<file path="src/design/xcs_pkg.sv">
// constants, types and helpers shared by the switched call-setup block
// assumes one 250 MHz clock and a character-level line adapter around it
package xcs_pkg;

	// ************************************************************
	// timing
	// ************************************************************
	localparam longint unsigned CLK_HZ = 250_000_000;
	localparam longint unsigned T_SHORT_S = 2;
	localparam longint unsigned T_LONG_S = 60;
	localparam logic [35:0] TMO_SHORT_CYC = 36'(T_SHORT_S * CLK_HZ);
	localparam logic [35:0] TMO_LONG_CYC = 36'(T_LONG_S * CLK_HZ);
	localparam logic [4:0] ADP_RST_CYC = 5'h10;
	localparam int SYNC_COUNT = 2;

	// ************************************************************
	// IA5 characters seen or sent on the line
	// ************************************************************
	localparam logic [7:0] CH_PLUS = 8'h2B;
	localparam logic [7:0] CH_SYNC = 8'h16;
	localparam logic [7:0] CH_BELL = 8'h07;
	localparam logic [7:0] CH_ZERO = 8'h30;

	// ************************************************************
	// completion codes: bit 7 marks an error, bit 6 intermediate
	// ************************************************************
	localparam logic [7:0] ST_NORMAL = 8'h00;
	localparam logic [7:0] ST_HALTED = 8'h01;
	localparam logic [7:0] ST_INFO = 8'h41;
	localparam logic [7:0] ST_BELL = 8'h42;
	localparam logic [7:0] ST_ERR_TMO = 8'h81;
	localparam logic [7:0] ST_ERR_RATE = 8'h82;

	// ************************************************************
	// requests and states
	// ************************************************************
	typedef enum logic [1:0] {
		OP_NONE = 2'h0,
		OP_OPEN_OUT = 2'h1,
		OP_OPEN_IN = 2'h2,
		OP_HALT = 2'h3
	} xcs_op_t;

	typedef enum logic [11:0] {
		S_IDLE = 12'h001,
		S_RESET = 12'h002,
		S_READY = 12'h004,
		S_CALLREQ = 12'h008,
		S_SYNC = 12'h010,
		S_SEL = 12'h020,
		S_WAIT = 12'h040,
		S_IN_READY = 12'h080,
		S_BELL_HOLD = 12'h100,
		S_ACCEPT = 12'h200,
		S_DATA = 12'h400,
		S_CLEAR = 12'h800
	} xcs_state_t;

	// line rate in bit/s for a rate code, zero when unsupported
	function automatic logic [16:0] xcs_rate_bps(input logic [2:0] code);
		case (code)
			3'h0: xcs_rate_bps = 17'h00960;
			3'h1: xcs_rate_bps = 17'h012C0;
			3'h2: xcs_rate_bps = 17'h02580;
			3'h3: xcs_rate_bps = 17'h0BB80;
			3'h4: xcs_rate_bps = 17'h0FA00;
			default: xcs_rate_bps = 17'h00000;
		endcase
	endfunction : xcs_rate_bps

endpackage : xcs_pkg

</file>
<file path="src/design/xcs_sel_mem.sv">
// selection buffer: requester writes dial digits, call setup reads them
// assumes writer and reader never need the same word in one cycle
`timescale 1ns/100ps
module xcs_sel_mem #(
	parameter int DEPTH = 32,
	parameter int WIDTH = 8
) (
	input wire logic mclk_i,
	input wire logic wr_i,
	input wire logic [$clog2(DEPTH)-1:0] wr_addr_i,
	input wire logic [WIDTH-1:0] wr_data_i,
	input wire logic [$clog2(DEPTH)-1:0] rd_addr_i,
	output logic [WIDTH-1:0] rd_data_o
);
	logic [WIDTH-1:0] mem_r [DEPTH];

	if (DEPTH < 2 || (DEPTH & (DEPTH - 1)) != 0) begin : g_chk
		$error("selection buffer depth must be a power of two");
	end

	always_ff @(posedge mclk_i) begin
		if (wr_i) begin
			mem_r[wr_addr_i] <= wr_data_i;
		end
		rd_data_o <= mem_r[rd_addr_i];
	end
endmodule : xcs_sel_mem

</file>
<file path="src/design/xcs_timer.sv">
// supervision timer with a short and a long reload
// start wins over stop; expiry is a level held until the next start or stop
`timescale 1ns/100ps
module xcs_timer #(
	parameter logic [35:0] SHORT_CYC = 36'h0000000FF,
	parameter logic [35:0] LONG_CYC = 36'h000000FFF
) (
	input wire logic mclk_i,
	input wire logic rst_i,
	input wire logic start_i,
	input wire logic long_i,
	input wire logic stop_i,
	output logic expired_o
);
	logic [35:0] cnt_r;
	logic run_r;

	if (SHORT_CYC == 36'h0 || LONG_CYC < SHORT_CYC) begin : g_chk
		$error("timer reloads must be nonzero and long >= short");
	end

	always_ff @(posedge mclk_i or posedge rst_i) begin
		if (rst_i) begin
			cnt_r <= 36'h0;
			run_r <= 1'b0;
			expired_o <= 1'b0;
		end else if (start_i) begin
			cnt_r <= (long_i ? LONG_CYC : SHORT_CYC) - 36'h1;
			run_r <= 1'b1;
			expired_o <= 1'b0;
		end else if (stop_i) begin
			run_r <= 1'b0;
			expired_o <= 1'b0;
		end else if (run_r) begin
			if (cnt_r == 36'h0) begin
				run_r <= 1'b0;
				expired_o <= 1'b1;
			end else begin
				cnt_r <= cnt_r - 36'h1;
			end
		end
	end
endmodule : xcs_timer

</file>
<file path="src/design/xcs_call_setup.sv">
// call establishment for a switched X.21 line, DTE side
// assumes a line adapter that moves whole IA5 characters and decodes DCE
// ready, ready-for-data and clear-confirm into levels
`timescale 1ns/100ps
module xcs_call_setup #(
	parameter int SEL_DEPTH = 32,
	parameter int CAP_DEPTH = 32,
	parameter logic [35:0] SHORT_CYC = xcs_pkg::TMO_SHORT_CYC,
	parameter logic [35:0] LONG_CYC = xcs_pkg::TMO_LONG_CYC
) (
	input wire logic mclk_i,
	input wire logic rst_i,
	input wire logic req_valid_i,
	input wire xcs_pkg::xcs_op_t req_op_i,
	input wire logic [2:0] req_rate_i,
	input wire logic [$clog2(SEL_DEPTH):0] req_sel_len_i,
	output logic req_ready_o,
	input wire logic resume_i,
	input wire logic sel_wr_i,
	input wire logic [$clog2(SEL_DEPTH)-1:0] sel_addr_i,
	input wire logic [7:0] sel_data_i,
	output logic stat_valid_o,
	output logic [7:0] stat_code_o,
	output logic cap_wr_o,
	output logic [$clog2(CAP_DEPTH)-1:0] cap_addr_o,
	output logic [7:0] cap_data_o,
	output logic adapter_rst_o,
	output logic adapter_en_o,
	output logic [16:0] line_rate_o,
	output logic ctrl_c_o,
	output logic clear_req_o,
	output logic tx_valid_o,
	output logic [7:0] tx_char_o,
	input wire logic tx_ready_i,
	input wire logic rx_valid_i,
	input wire logic [7:0] rx_char_i,
	input wire logic dce_ready_i,
	input wire logic rdy_data_i,
	input wire logic dce_clear_i,
	output logic data_phase_o,
	output logic frame_arm_o
);
	import xcs_pkg::*;

	localparam int SAW = $clog2(SEL_DEPTH);
	localparam int CAW = $clog2(CAP_DEPTH);

	if (CAP_DEPTH < 2 || (CAP_DEPTH & (CAP_DEPTH - 1)) != 0) begin : g_chk
		$error("capture depth must be a power of two");
	end

	xcs_state_t st_r;
	logic out_r;
	logic err_r;
	logic posted_r;
	logic gap_r;
	logic [4:0] rst_cnt_r;
	logic [SAW:0] len_r;
	logic [SAW:0] sel_idx_r;
	logic [1:0] sync_cnt_r;
	logic [CAW:0] cap_idx_r;
	logic [7:0] sel_rd_data;
	logic tmr_exp;

	// ************************************************************
	// event decode
	// ************************************************************
	logic is_open, rate_ok, open_take, rate_bad, halt_take;
	logic wait_st, timed_st, tx_acc, ev_plus, ev_bell, ev_rfd;
	logic ev_digit, ev_zero, ev_info, ev_tmo, ev_clr_done, sel_last;
	logic rst_done, tmr_start;

	assign is_open = req_op_i == OP_OPEN_OUT || req_op_i == OP_OPEN_IN;
	assign rate_ok = xcs_rate_bps(req_rate_i) != 17'h0;
	// an open is only seen while idle, a halt only while busy
	assign req_ready_o = is_open ? st_r == S_IDLE :
		(req_op_i == OP_HALT && st_r != S_IDLE);
	assign open_take = req_valid_i && req_ready_o && is_open && rate_ok;
	assign rate_bad = req_valid_i && req_ready_o && is_open && !rate_ok;
	assign halt_take = req_valid_i && req_ready_o &&
		req_op_i == OP_HALT && st_r != S_CLEAR;
	assign wait_st = st_r == S_WAIT || st_r == S_ACCEPT;
	assign timed_st = wait_st || st_r == S_READY || st_r == S_CALLREQ ||
		st_r == S_CLEAR;
	assign tx_acc = tx_valid_o && tx_ready_i;
	assign ev_plus = st_r == S_CALLREQ && rx_valid_i &&
		rx_char_i == CH_PLUS;
	assign ev_bell = st_r == S_IN_READY && rx_valid_i &&
		rx_char_i == CH_BELL;
	assign ev_rfd = wait_st && rdy_data_i;
	// only the first progress signal or identity reaches the buffer
	assign ev_digit = wait_st && rx_valid_i && !posted_r &&
		rx_char_i != CH_PLUS && rx_char_i != CH_SYNC &&
		cap_idx_r < (CAW + 1)'(CAP_DEPTH);
	assign ev_zero = ev_digit && cap_idx_r == '0 &&
		rx_char_i == CH_ZERO && st_r == S_WAIT;
	assign ev_info = wait_st && rx_valid_i && rx_char_i == CH_PLUS &&
		cap_idx_r != '0 && !posted_r;
	// ready-for-data beats a coincident expiry, else clear_req sticks in data
	assign ev_tmo = tmr_exp && timed_st && st_r != S_CLEAR && !ev_rfd;
	assign ev_clr_done = st_r == S_CLEAR && (dce_clear_i || tmr_exp);
	assign sel_last = tx_acc && sel_idx_r == len_r - (SAW + 1)'(1);
	assign rst_done = rst_cnt_r == ADP_RST_CYC - 5'h1;
	assign tmr_start = halt_take || ev_tmo || ev_zero ||
		(st_r == S_RESET && rst_done) ||
		(st_r == S_READY && dce_ready_i && out_r) ||
		(ev_plus && len_r == '0) ||
		(st_r == S_SEL && sel_last) ||
		(st_r == S_BELL_HOLD && resume_i);

	// ************************************************************
	// call state
	// ************************************************************
	always_ff @(posedge mclk_i or posedge rst_i) begin
		if (rst_i) begin
			st_r <= S_IDLE;
		end else if (halt_take) begin
			st_r <= S_CLEAR;
		end else begin
			case (st_r)
				S_IDLE: if (open_take) begin
					st_r <= S_RESET;
				end
				S_RESET: if (rst_done) begin
					st_r <= S_READY;
				end
				S_READY: if (ev_tmo) begin
					st_r <= S_CLEAR;
				end else if (dce_ready_i) begin
					st_r <= out_r ? S_CALLREQ : S_IN_READY;
				end
				S_CALLREQ: if (ev_tmo) begin
					st_r <= S_CLEAR;
				end else if (ev_plus) begin
					st_r <= len_r == '0 ? S_WAIT : S_SYNC;
				end
				S_SYNC: if (tx_acc && sync_cnt_r == 2'(SYNC_COUNT - 1)) begin
					st_r <= S_SEL;
				end
				S_SEL: if (sel_last) begin
					st_r <= S_WAIT;
				end
				S_IN_READY: if (ev_bell) begin
					st_r <= S_BELL_HOLD;
				end
				S_BELL_HOLD: if (resume_i) begin
					st_r <= S_ACCEPT;
				end
				S_WAIT, S_ACCEPT: if (ev_rfd) begin
					st_r <= S_DATA;
				end else if (ev_tmo) begin
					st_r <= S_CLEAR;
				end
				S_DATA: st_r <= S_DATA;
				S_CLEAR: if (ev_clr_done) begin
					st_r <= S_IDLE;
				end
				default: st_r <= S_IDLE;
			endcase
		end
	end

	// ************************************************************
	// per-call context
	// ************************************************************
	always_ff @(posedge mclk_i or posedge rst_i) begin
		if (rst_i) begin
			out_r <= 1'b0;
			len_r <= '0;
			line_rate_o <= 17'h0;
			err_r <= 1'b0;
			rst_cnt_r <= 5'h0;
		end else begin
			if (open_take) begin
				out_r <= req_op_i == OP_OPEN_OUT;
				len_r <= req_op_i == OP_OPEN_OUT ? req_sel_len_i : '0;
				line_rate_o <= xcs_rate_bps(req_rate_i);
				err_r <= 1'b0;
			end else if (ev_tmo) begin
				err_r <= 1'b1;
			end
			rst_cnt_r <= st_r == S_RESET ? rst_cnt_r + 5'h1 : 5'h0;
		end
	end

	// ************************************************************
	// transmit side: syncs, then selection words
	// ************************************************************
	// gap_r skips one cycle after each accept so the memory read settles
	always_ff @(posedge mclk_i or posedge rst_i) begin
		if (rst_i) begin
			tx_valid_o <= 1'b0;
			tx_char_o <= 8'h00;
			gap_r <= 1'b0;
			sync_cnt_r <= 2'h0;
			sel_idx_r <= '0;
		end else begin
			gap_r <= tx_acc;
			if (tx_acc || halt_take) begin
				tx_valid_o <= 1'b0;
			end else if (!tx_valid_o && !gap_r && st_r == S_SYNC) begin
				tx_valid_o <= 1'b1;
				tx_char_o <= CH_SYNC;
			end else if (!tx_valid_o && !gap_r && st_r == S_SEL) begin
				tx_valid_o <= 1'b1;
				tx_char_o <= sel_rd_data;
			end
			if (st_r != S_SYNC) begin
				sync_cnt_r <= 2'h0;
			end else if (tx_acc) begin
				sync_cnt_r <= sync_cnt_r + 2'h1;
			end
			if (st_r != S_SEL) begin
				sel_idx_r <= '0;
			end else if (tx_acc) begin
				sel_idx_r <= sel_idx_r + (SAW + 1)'(1);
			end
		end
	end

	// ************************************************************
	// capture into the requester's buffer
	// ************************************************************
	always_ff @(posedge mclk_i or posedge rst_i) begin
		if (rst_i) begin
			cap_wr_o <= 1'b0;
			cap_addr_o <= '0;
			cap_data_o <= 8'h00;
			cap_idx_r <= '0;
			posted_r <= 1'b0;
		end else begin
			cap_wr_o <= ev_digit;
			if (ev_digit) begin
				cap_addr_o <= cap_idx_r[CAW-1:0];
				cap_data_o <= rx_char_i;
				cap_idx_r <= cap_idx_r + (CAW + 1)'(1);
			end else if (st_r == S_IDLE) begin
				cap_idx_r <= '0;
			end
			if (ev_info) begin
				posted_r <= 1'b1;
			end else if (st_r == S_IDLE) begin
				posted_r <= 1'b0;
			end
		end
	end

	// ************************************************************
	// completion status and line controls
	// ************************************************************
	always_ff @(posedge mclk_i or posedge rst_i) begin
		if (rst_i) begin
			stat_valid_o <= 1'b0;
			stat_code_o <= ST_NORMAL;
			frame_arm_o <= 1'b0;
		end else begin
			stat_valid_o <= rate_bad || ev_clr_done || (!halt_take &&
				(ev_bell || ev_rfd || ev_info));
			frame_arm_o <= ev_rfd && !halt_take;
			if (rate_bad) begin
				stat_code_o <= ST_ERR_RATE;
			end else if (ev_clr_done) begin
				stat_code_o <= err_r ? ST_ERR_TMO : ST_HALTED;
			end else if (ev_bell) begin
				stat_code_o <= ST_BELL;
			end else if (ev_rfd) begin
				stat_code_o <= ST_NORMAL;
			end else if (ev_info) begin
				stat_code_o <= ST_INFO;
			end
		end
	end

	always_ff @(posedge mclk_i or posedge rst_i) begin
		if (rst_i) begin
			adapter_rst_o <= 1'b0;
			adapter_en_o <= 1'b0;
			ctrl_c_o <= 1'b0;
			clear_req_o <= 1'b0;
			data_phase_o <= 1'b0;
		end else begin
			adapter_rst_o <= open_take || (st_r == S_RESET && !rst_done);
			adapter_en_o <= st_r != S_IDLE && !open_take &&
				!(st_r == S_RESET && !rst_done);
			// control lead on for call request, selection and acceptance
			ctrl_c_o <= !halt_take && !ev_clr_done && (ctrl_c_o ?
				st_r != S_CLEAR :
				(st_r == S_READY && dce_ready_i && out_r) ||
				(st_r == S_BELL_HOLD && resume_i));
			clear_req_o <= halt_take || ev_tmo ||
				(clear_req_o && !ev_clr_done);
			data_phase_o <= (ev_rfd || data_phase_o) && !halt_take;
		end
	end

	// ************************************************************
	// helpers
	// ************************************************************
	xcs_sel_mem #(.DEPTH(SEL_DEPTH), .WIDTH(8)) u_sel (
		.mclk_i(mclk_i),
		.wr_i(sel_wr_i),
		.wr_addr_i(sel_addr_i),
		.wr_data_i(sel_data_i),
		.rd_addr_i(sel_idx_r[SAW-1:0]),
		.rd_data_o(sel_rd_data)
	);

	xcs_timer #(.SHORT_CYC(SHORT_CYC), .LONG_CYC(LONG_CYC)) u_tmr (
		.mclk_i(mclk_i),
		.rst_i(rst_i),
		.start_i(tmr_start),
		.long_i(ev_zero),
		.stop_i(!timed_st),
		.expired_o(tmr_exp)
	);

	// ************************************************************
	// checks
	// ************************************************************
	rate_refuse_a: assert property (@(posedge mclk_i) disable iff (rst_i)
		rate_bad |=> stat_valid_o && stat_code_o == ST_ERR_RATE && st_r == S_IDLE)
		else $error("bad rate not refused");
	reset_first_a: assert property (@(posedge mclk_i) disable iff (rst_i)
		open_take |=> adapter_rst_o [*2] ##1 adapter_rst_o && !adapter_en_o)
		else $error("adapter not reset on open");
	call_req_a: assert property (@(posedge mclk_i) disable iff (rst_i)
		st_r == S_READY && dce_ready_i && out_r && !halt_take && !ev_tmo
		|=> st_r == S_CALLREQ && ctrl_c_o)
		else $error("call request not entered");
	sync_first_a: assert property (@(posedge mclk_i) disable iff (rst_i)
		tx_valid_o && st_r == S_SYNC && !$past(st_r == S_SEL)
		|-> tx_char_o == CH_SYNC)
		else $error("sync character expected");
	direct_wait_a: assert property (@(posedge mclk_i) disable iff (rst_i)
		ev_plus && !halt_take && !ev_tmo
		|=> st_r == (len_r == '0 ? S_WAIT : S_SYNC))
		else $error("plus handling wrong");
	capture_a: assert property (@(posedge mclk_i) disable iff (rst_i)
		ev_digit |=> cap_wr_o && cap_data_o == $past(rx_char_i))
		else $error("progress character not captured");
	bell_status_a: assert property (@(posedge mclk_i) disable iff (rst_i)
		ev_bell && !halt_take |=> stat_valid_o && stat_code_o == ST_BELL
		&& st_r == S_BELL_HOLD && !ctrl_c_o)
		else $error("bell status missing");
	accept_lead_a: assert property (@(posedge mclk_i) disable iff (rst_i)
		st_r == S_BELL_HOLD && resume_i && !halt_take |=> ctrl_c_o)
		else $error("accept lead not raised");
	ready_data_a: assert property (@(posedge mclk_i) disable iff (rst_i)
		ev_rfd && !halt_take |=> stat_code_o == ST_NORMAL && frame_arm_o
		&& data_phase_o ##1 !frame_arm_o)
		else $error("ready for data not completed");
	long_wait_a: assert property (@(posedge mclk_i) disable iff (rst_i)
		ev_zero && !halt_take |=> !tmr_exp [*8])
		else $error("long timeout not started");
	halt_clear_a: assert property (@(posedge mclk_i) disable iff (rst_i)
		halt_take |=> st_r == S_CLEAR && clear_req_o && !ctrl_c_o)
		else $error("halt did not clear");
	one_open_a: assert property (@(posedge mclk_i) disable iff (rst_i)
		st_r != S_IDLE && is_open
		|-> !req_ready_o ##1 $stable(line_rate_o) && $stable(out_r))
		else $error("second open accepted");

endmodule : xcs_call_setup

</file>
<file path="config.mk">
export PLATFORM = sky130hd
export DESIGN_NAME = xcs_call_setup
export DESIGN_NICKNAME = d
export VERILOG_FILES = /design/src/design/xcs_pkg.sv /design/src/design/xcs_sel_mem.sv /design/src/design/xcs_timer.sv /design/src/design/xcs_call_setup.sv
export SDC_FILE = /design/constraint.sdc
export NUM_CORES = 1
export LEC_CHECK = 0
export BUFFER_PORTS_ARGS = -buffer_cell sky130_fd_sc_hd__buf_4
export CAP_MARGIN = 0
export CORE_ASPECT_RATIO = 1.25
export CORE_MARGIN = 2
export CORE_UTILIZATION = 40
export DETAILED_ROUTE_END_ITERATION = 7
export PLACE_DENSITY = 0.55
export SYNTH_ARGS = -nofsm -noshare
export SYNTH_HDL_FRONTEND = slang
export SYNTH_SLANG_ARGS = --single-unit
export TNS_END_PERCENT = 1
</file>
<file path="constraint.sdc">
create_clock -name mclk_i -period 3.96 [get_ports mclk_i]
set_input_delay 0.396 -clock mclk_i [delete_from_list [all_inputs] [get_ports mclk_i]]
set_output_delay 0.396 -clock mclk_i [all_outputs]
set_load 0.01 [all_outputs]
</file>
# == After elaboration in Yosys (flattened, before gate mapping) ==
# Memories as Yosys holds them, arrays and structs flattened. A register that Yosys moved wholly into a read port is not among the register bits.
# Cells that the tools add are included.
# op_classes
n_addsub,7
eq_ne,44
mux,58
order_cmp,1
bitwise_logic,1
reduce_logical,101
# ops
operator,count
2-to-1 mux 12 bit,14
2-to-1 mux 36 bit,4
one-hot mux 12 bit (11 select lines),1
one-hot mux 16 bit (5 select lines),1
2-to-1 mux 8 bit,9
subtractor 36 x 1 -> 36 bit (second input constant),2
logical AND 1 bit,48
zero test 36 bit,1
2-to-1 mux 34 bit,1
2-to-1 mux 6 bit,5
logical OR 1 bit,22
inequality test 3 bit (second input constant),7
2-to-1 mux 1 bit,19
nonzero test 17 bit,1
== test 8 x 6 -> 1 bit (second input constant),2
nonzero test 2 bit,8
adder 6 x 1 -> 6 bit (second input constant),2
== test 12 x 1 -> 1 bit (second input constant),1
== test 12 x 10 -> 1 bit (second input constant),1
== test 12 x 11 -> 1 bit (second input constant),1
== test 12 bit (second input constant),1
== test 12 x 2 -> 1 bit (second input constant),1
== test 12 x 3 -> 1 bit (second input constant),1
== test 12 x 4 -> 1 bit (second input constant),1
other kinds (40),58
# word_totals
wordCells,240
mem_bits_rw,256
reg_bits,134
output_inout_bits,56
inputBits,42
n_memories,1
# mem_list
name,depth,width,rd,rd_clocked_by_memory_dff,wr,line,rtl
u_sel.mem_r,32,8,1,1,1,xcs_sel_mem.sv:15,logic [WIDTH-1:0] mem_r [DEPTH];

# == Longest topological paths before layout ==
# depth
depth_word,18
mapped_depth,16
ltp_nobuf,15

# == Hierarchy ==
# Synthesis repeated with hierarchy kept, for this count alone.
# hier_totals
cells_unflattened,1126
area_unflattened_um2,16828.6
# modules_own_cells
module,seq_area_each_um2,cells_each,n_inst,area_each_um2
xcs_sel_mem,7847.5,417,1,10053.4
xcs_call_setup,2128.3,469,1,4524.3
xcs_timer,950.9,240,1,2250.9

# == Least setup slack after synthesis ==
# OpenSTA, ideal clock, no wires.
# synth_timing
path_kind,flip-flop to flip-flop
from,register st_r[2]
to,register u_tmr.cnt_r[20]
path_buffers,2
required_ns,3.842
arrival_ns,3.647
synth_period_minus_slack_ns,3.765
slack_ns,0.195
setup_ns,0.118
stages_incl_launch_ff,15
path_cell_list,dfrtp_1 -> buf_6 -> nor4_4 -> nand4_2 -> or4b_4 -> or4_4 -> and2_1 -> buf_6 -> nand2_1 -> ha_1 -> and3_1 -> nand3_1 -> or3_1 -> xnor2_1 -> a21o_1
# synth_via
elab_chain_len,18
word_cells_on_any_way,55
classes_between,add/sub (1); eq/ne (12); mux (3); reduce/logical (39)
# synth_rtl
item,line,rtl
"start, declared",xcs_call_setup.sv:52,xcs_state_t st_r;
"start signal, assigned",xcs_call_setup.sv:130,st_r <= out_r ? S_CALLREQ : S_IN_READY;
"start signal, assigned",xcs_call_setup.sv:135,st_r <= len_r == '0 ? S_WAIT : S_SYNC;
branches (longest 18 deep; another with subtractor 36 x 1 -> 36 bit),--,
"end signal, assigned",xcs_timer.sv:28,cnt_r <= (long_i ? LONG_CYC : SHORT_CYC) - 36'h1;
"end signal, assigned",xcs_timer.sv:39,cnt_r <= cnt_r - 36'h1;
"end, declared",xcs_timer.sv:15,logic [35:0] cnt_r;
# Parallel ways; which one is timed is not known.
# A chain may end at the register's enable or synchronous reset.

# == Worst setup path in the final report ==
# layout_timing
from,register st_r[4]
to,register u_tmr.cnt_r[32]
# The elaborated chain is that of the path after synthesis.

==> results.yml <==
synthesis:
  ys.flop_type: "edfxtp_1"
  synth_area_um2: 16500
  synth_cell_types: 70
  synth_area_leaders: "edfxtp_1 (46%), dfrtp_1 (18%), mux4_2 (11%)"
  yosys.area_share.simple_pct: 11.7
  synth_xor_xnor_area_share_pct: 2.17
  ys_ff_latch: 387
  yosys_warnings: 0
  synth_edf_count: 256
  yosys.area.top_type: "edfxtp_1"
  synthCells: 1104
  synth-adder-area-share_pct: 0.832
  synth.mux.area_fraction_pct: 12.8
  syn_avg_cell_area_um2: 15.0
  synth_compound_area_share_pct: 4.24
  synth_top_area_share_pct: 46.5
  synth_top_family_by_area: "multiplexers"
  ys_seq_area_share_pct: 66.1
  synthArstFlopShare_pct: 31.8
floorplanning:
  die_w_um: 186
  rows: 83
  dieArea_um2: 43000
  core_area_um2: 40900
  start_util_pct: 40.4
  ios: 98
  die_y_um: 231
drt:
  wl_met3_um: 1560
  detail_route.wl_per_cell_um: 20.9
  avgViaCountPerCell: 5.31
  antenna_left: 0
  topRoutingLayerUsed: "met4"
  wirelength_um: 37600
  wl_met2_um: 18800
  drc: 0
  met1_length_um: 16200
  drt_iter0_markers: 650
  drt_pre_antenna_iters: 5
  vias: 9558
power_and_ir_drop:
  power.leakage_nw: 6.89
  p_sw_mw: 2.30
  switching_share_pct: 24.4
  seqPwrFrac_pct: 49.0
  p_int_mw: 7.14
  p_per_area_nw_per_um2: 492
  comb_power_share_pct: 11.5
  ir_drop_v: 0.000389
  pwr-share-clk_pct: 39.5
cells_and_area:
  num-nets-final: 1270
  multi_input_area_um2: 5280
  antenna_cells: 0
  num-fill-cells: 3693
  drive_gt1_share_pct: 25.2
  regArea_um2: 10900
  final_util_pct: 46.9
  layout_common_cells: "edfxtp_1 (256), dfrtp_1 (120), buf_4 (117)"
  area_growth_pct: 16.0
  final_common_cell: "edfxtp_1"
timing:
  setup_violations: 0
  fin_tns_setup_ns: 0
  timing.fmax_mhz: 275
  period_needed_ns: 3.63
  period_share_pct: 91.7
  fin_skew_ns: 0.0185
  tightestPinTransition_ns: 1.00
  final_hold_viol_count: 0
  slew_violations: 0
  rsz0062_at_grt: "no"
  worst_slew_margin_rel_pct: 33.1
setup_path:
  worstSetupStartpoint: "st_r[4]"
  arrival_ns: 4.07
  r2r_end: "u_tmr.cnt_r[32]"
  reg2reg_depth: 12
  worstSetupPathType: "reg -> reg"
  crit_chain: "nor3_1 -> nand4_2 -> or4b_4 -> or4_4 -> and2_1 -> nand2_1 -> ha_1 -> and3_1 -> nand3_1 -> buf_4 -> or3_1 -> a31oi_1"
  startpoint_type: "flip-flop"
  critPathMaxFanout: 7
  crit_required_ns: 4.39
  cpPeakStageDelay_ns: 0.57
  crit_buf_inv: 1
  worst_setup_path_end_kind: "flip-flop"
  crit_family: "simple AND/OR/NAND/NOR gates"
  rrSetupSlack_ns: 0.33
  cp_slowest_cell: "or4_4"
  rr_startpoint: "st_r[4]"
cts:
  cts_hold_buf: 1
  clock-sinks: 387
  clk_pin_slew_ns: 0.06
  numCtsBuffers: 40
  post_cts.repair.setup_buffers: 0
  clk_latency_ns: 0.53
  cts_tree: "yes"
  cts_max_level: 2
  post_cts_resized: 0
  cts_buffer_depth: 3
  cts_root_buffer: "clkbuf_16"
grt:
  antenna_found_initial: 0
  grt_pass1_wl_um: 58600
  track_usage_pct: 17.9
  grt_overflow: 0
  grt_pass1_vias: 9779
  grt_max_degree: 68
hold_path:
  holdPathEnd: "line_rate_o[6]"
  hold_class: "in -> reg"
  min_from: "req_rate_i[1]"
  holdPathStages: 2
job:
  maxCapViolations: 0
placed_design:
  place.gp.congestion: 0.906
  io_buffer_count: 87
  post-dp-hpwl_um: 25400
status:
  outcome: "finished, final reports clean"
==> cells by family (layout without fill, tap and decap cells) <==
family	count (synthesis)	count (layout)
and+or+nand+nor	366	366
other	1	10
buffers and inverters	77	212
muxes	109	109
adders and majority gates	11	11
AOI/OAI and AO/OA	112	112
xor gates and xnor gates	41	41
DFF	387	387
==> synth_stat cells, types with 10 or more instances <==
| master | number |
|---|---|
| nand2b_1 | 14 |
| clkbuf_1 | 29 |
| buf_4 | 11 |
| nand2_2 | 10 |
| inv_1 | 18 |
| nor3_1 | 21 |
| mux2_2 | 21 |
| nand3_1 | 27 |
| ha_1 | 11 |
| xor2_1 | 18 |
| edfxtp_1 | 256 |
| o21ai_0 | 38 |
| a21oi_1 | 24 |
| nor4_1 | 13 |
| nor2_1 | 105 |
| mux4_2 | 80 |
| nand3b_1 | 11 |
| dfrtp_1 | 122 |
| nand2_1 | 77 |
| xnor2_1 | 23 |
| nand4_1 | 16 |
==> power by group through the flow <==
stage               logic [mW]  clock network, mW  registers, mW
floorplan                0.606                  0           4.72
global placement          1.09                  0           4.71
detailed placement        1.10                  0           4.71
CTS                       1.11               3.82           4.64
global route              1.21               3.97           4.65
finish                    1.08               3.73           4.63
==> worst register-to-register path, delay by kind of cell, from the launching register on <==
family	cells	cell delay (ns)
simple gates	9	2.62
flops	1	0.38
buf+inv	1	0.21
compound gates	1	0.19
fa+ha+maj	1	0.16
==> flip-flops by register name, summed over array words and instances (netlist names), 2 cells and up <==
| name | flops |
|---|---|
| sel_idx_r | 6 |
| rst_cnt_r | 5 |
| len_r | 6 |
| cap_data_o | 8 |
| u_tmr.cnt_r | 36 |
| line_rate_o | 10 |
| sync_cnt_r | 2 |
| tx_char_o | 8 |
| cap_addr_o | 5 |
| stat_code_o | 4 |
| u_sel.rd_data_o | 8 |
| u_sel.mem_r | 256 |
| cap_idx_r | 6 |
| st_r | 12 |
==> how the worst max path moves through the flow <==
| stage | slack [ns] | to | depth (start not counted) |
|---|---|---|---|
| floorplan | 0.20 | u_tmr.cnt_r[20] | 14 |
| global placement | 0.35 | u_tmr.cnt_r[20] | 13 |
| detailed placement | 0.33 | u_tmr.cnt_r[32] | 13 |
| CTS | 0.33 | u_tmr.cnt_r[32] | 12 |
| global route | 0.14 | u_tmr.cnt_r[32] | 12 |
| finish | 0.33 | u_tmr.cnt_r[32] | 12 |
==> cell type report <==
class / count / share of cell area [%]
multi-input combinational: 649 / 27.5
inverter: 20 / 0.417
tap: 552 / 3.60
sequential: 387 / 57.0
clock inverter: 18 / 0.893
clock buffer: 55 / 5.83
timing repair buffer: 119 / 4.73
==> stage by stage <==
step / instances / hold slack (ns) / total power, mW / cell area, um^2 / setup slack, ns
2_1_floorplan: 1113 / 0.417 / 5.32 / 16600 / 0.195
3_3_place_gp: 1726 / 0.430 / 5.80 / 17900 / 0.350
3_5_place_dp: 1726 / 0.433 / 5.82 / 17900 / 0.327
4_1_cts: 1800 / 0.0950 / 9.56 / 19200 / 0.330
5_1_grt: 1800 / 0.117 / 9.84 / 19200 / 0.144
6_report: 1800 / 0.118 / 9.45 / 19200 / 0.327
==> routing by layer <==
metal / GRT usage [%] / vias up
met3: 2.80 / 55
met4: 5.63 / 0
met2: 30.0 / 226
li1: - / 4420
met5: 0 / -
met1: 23.8 / 4857
(Power assumes the default switching activity.)
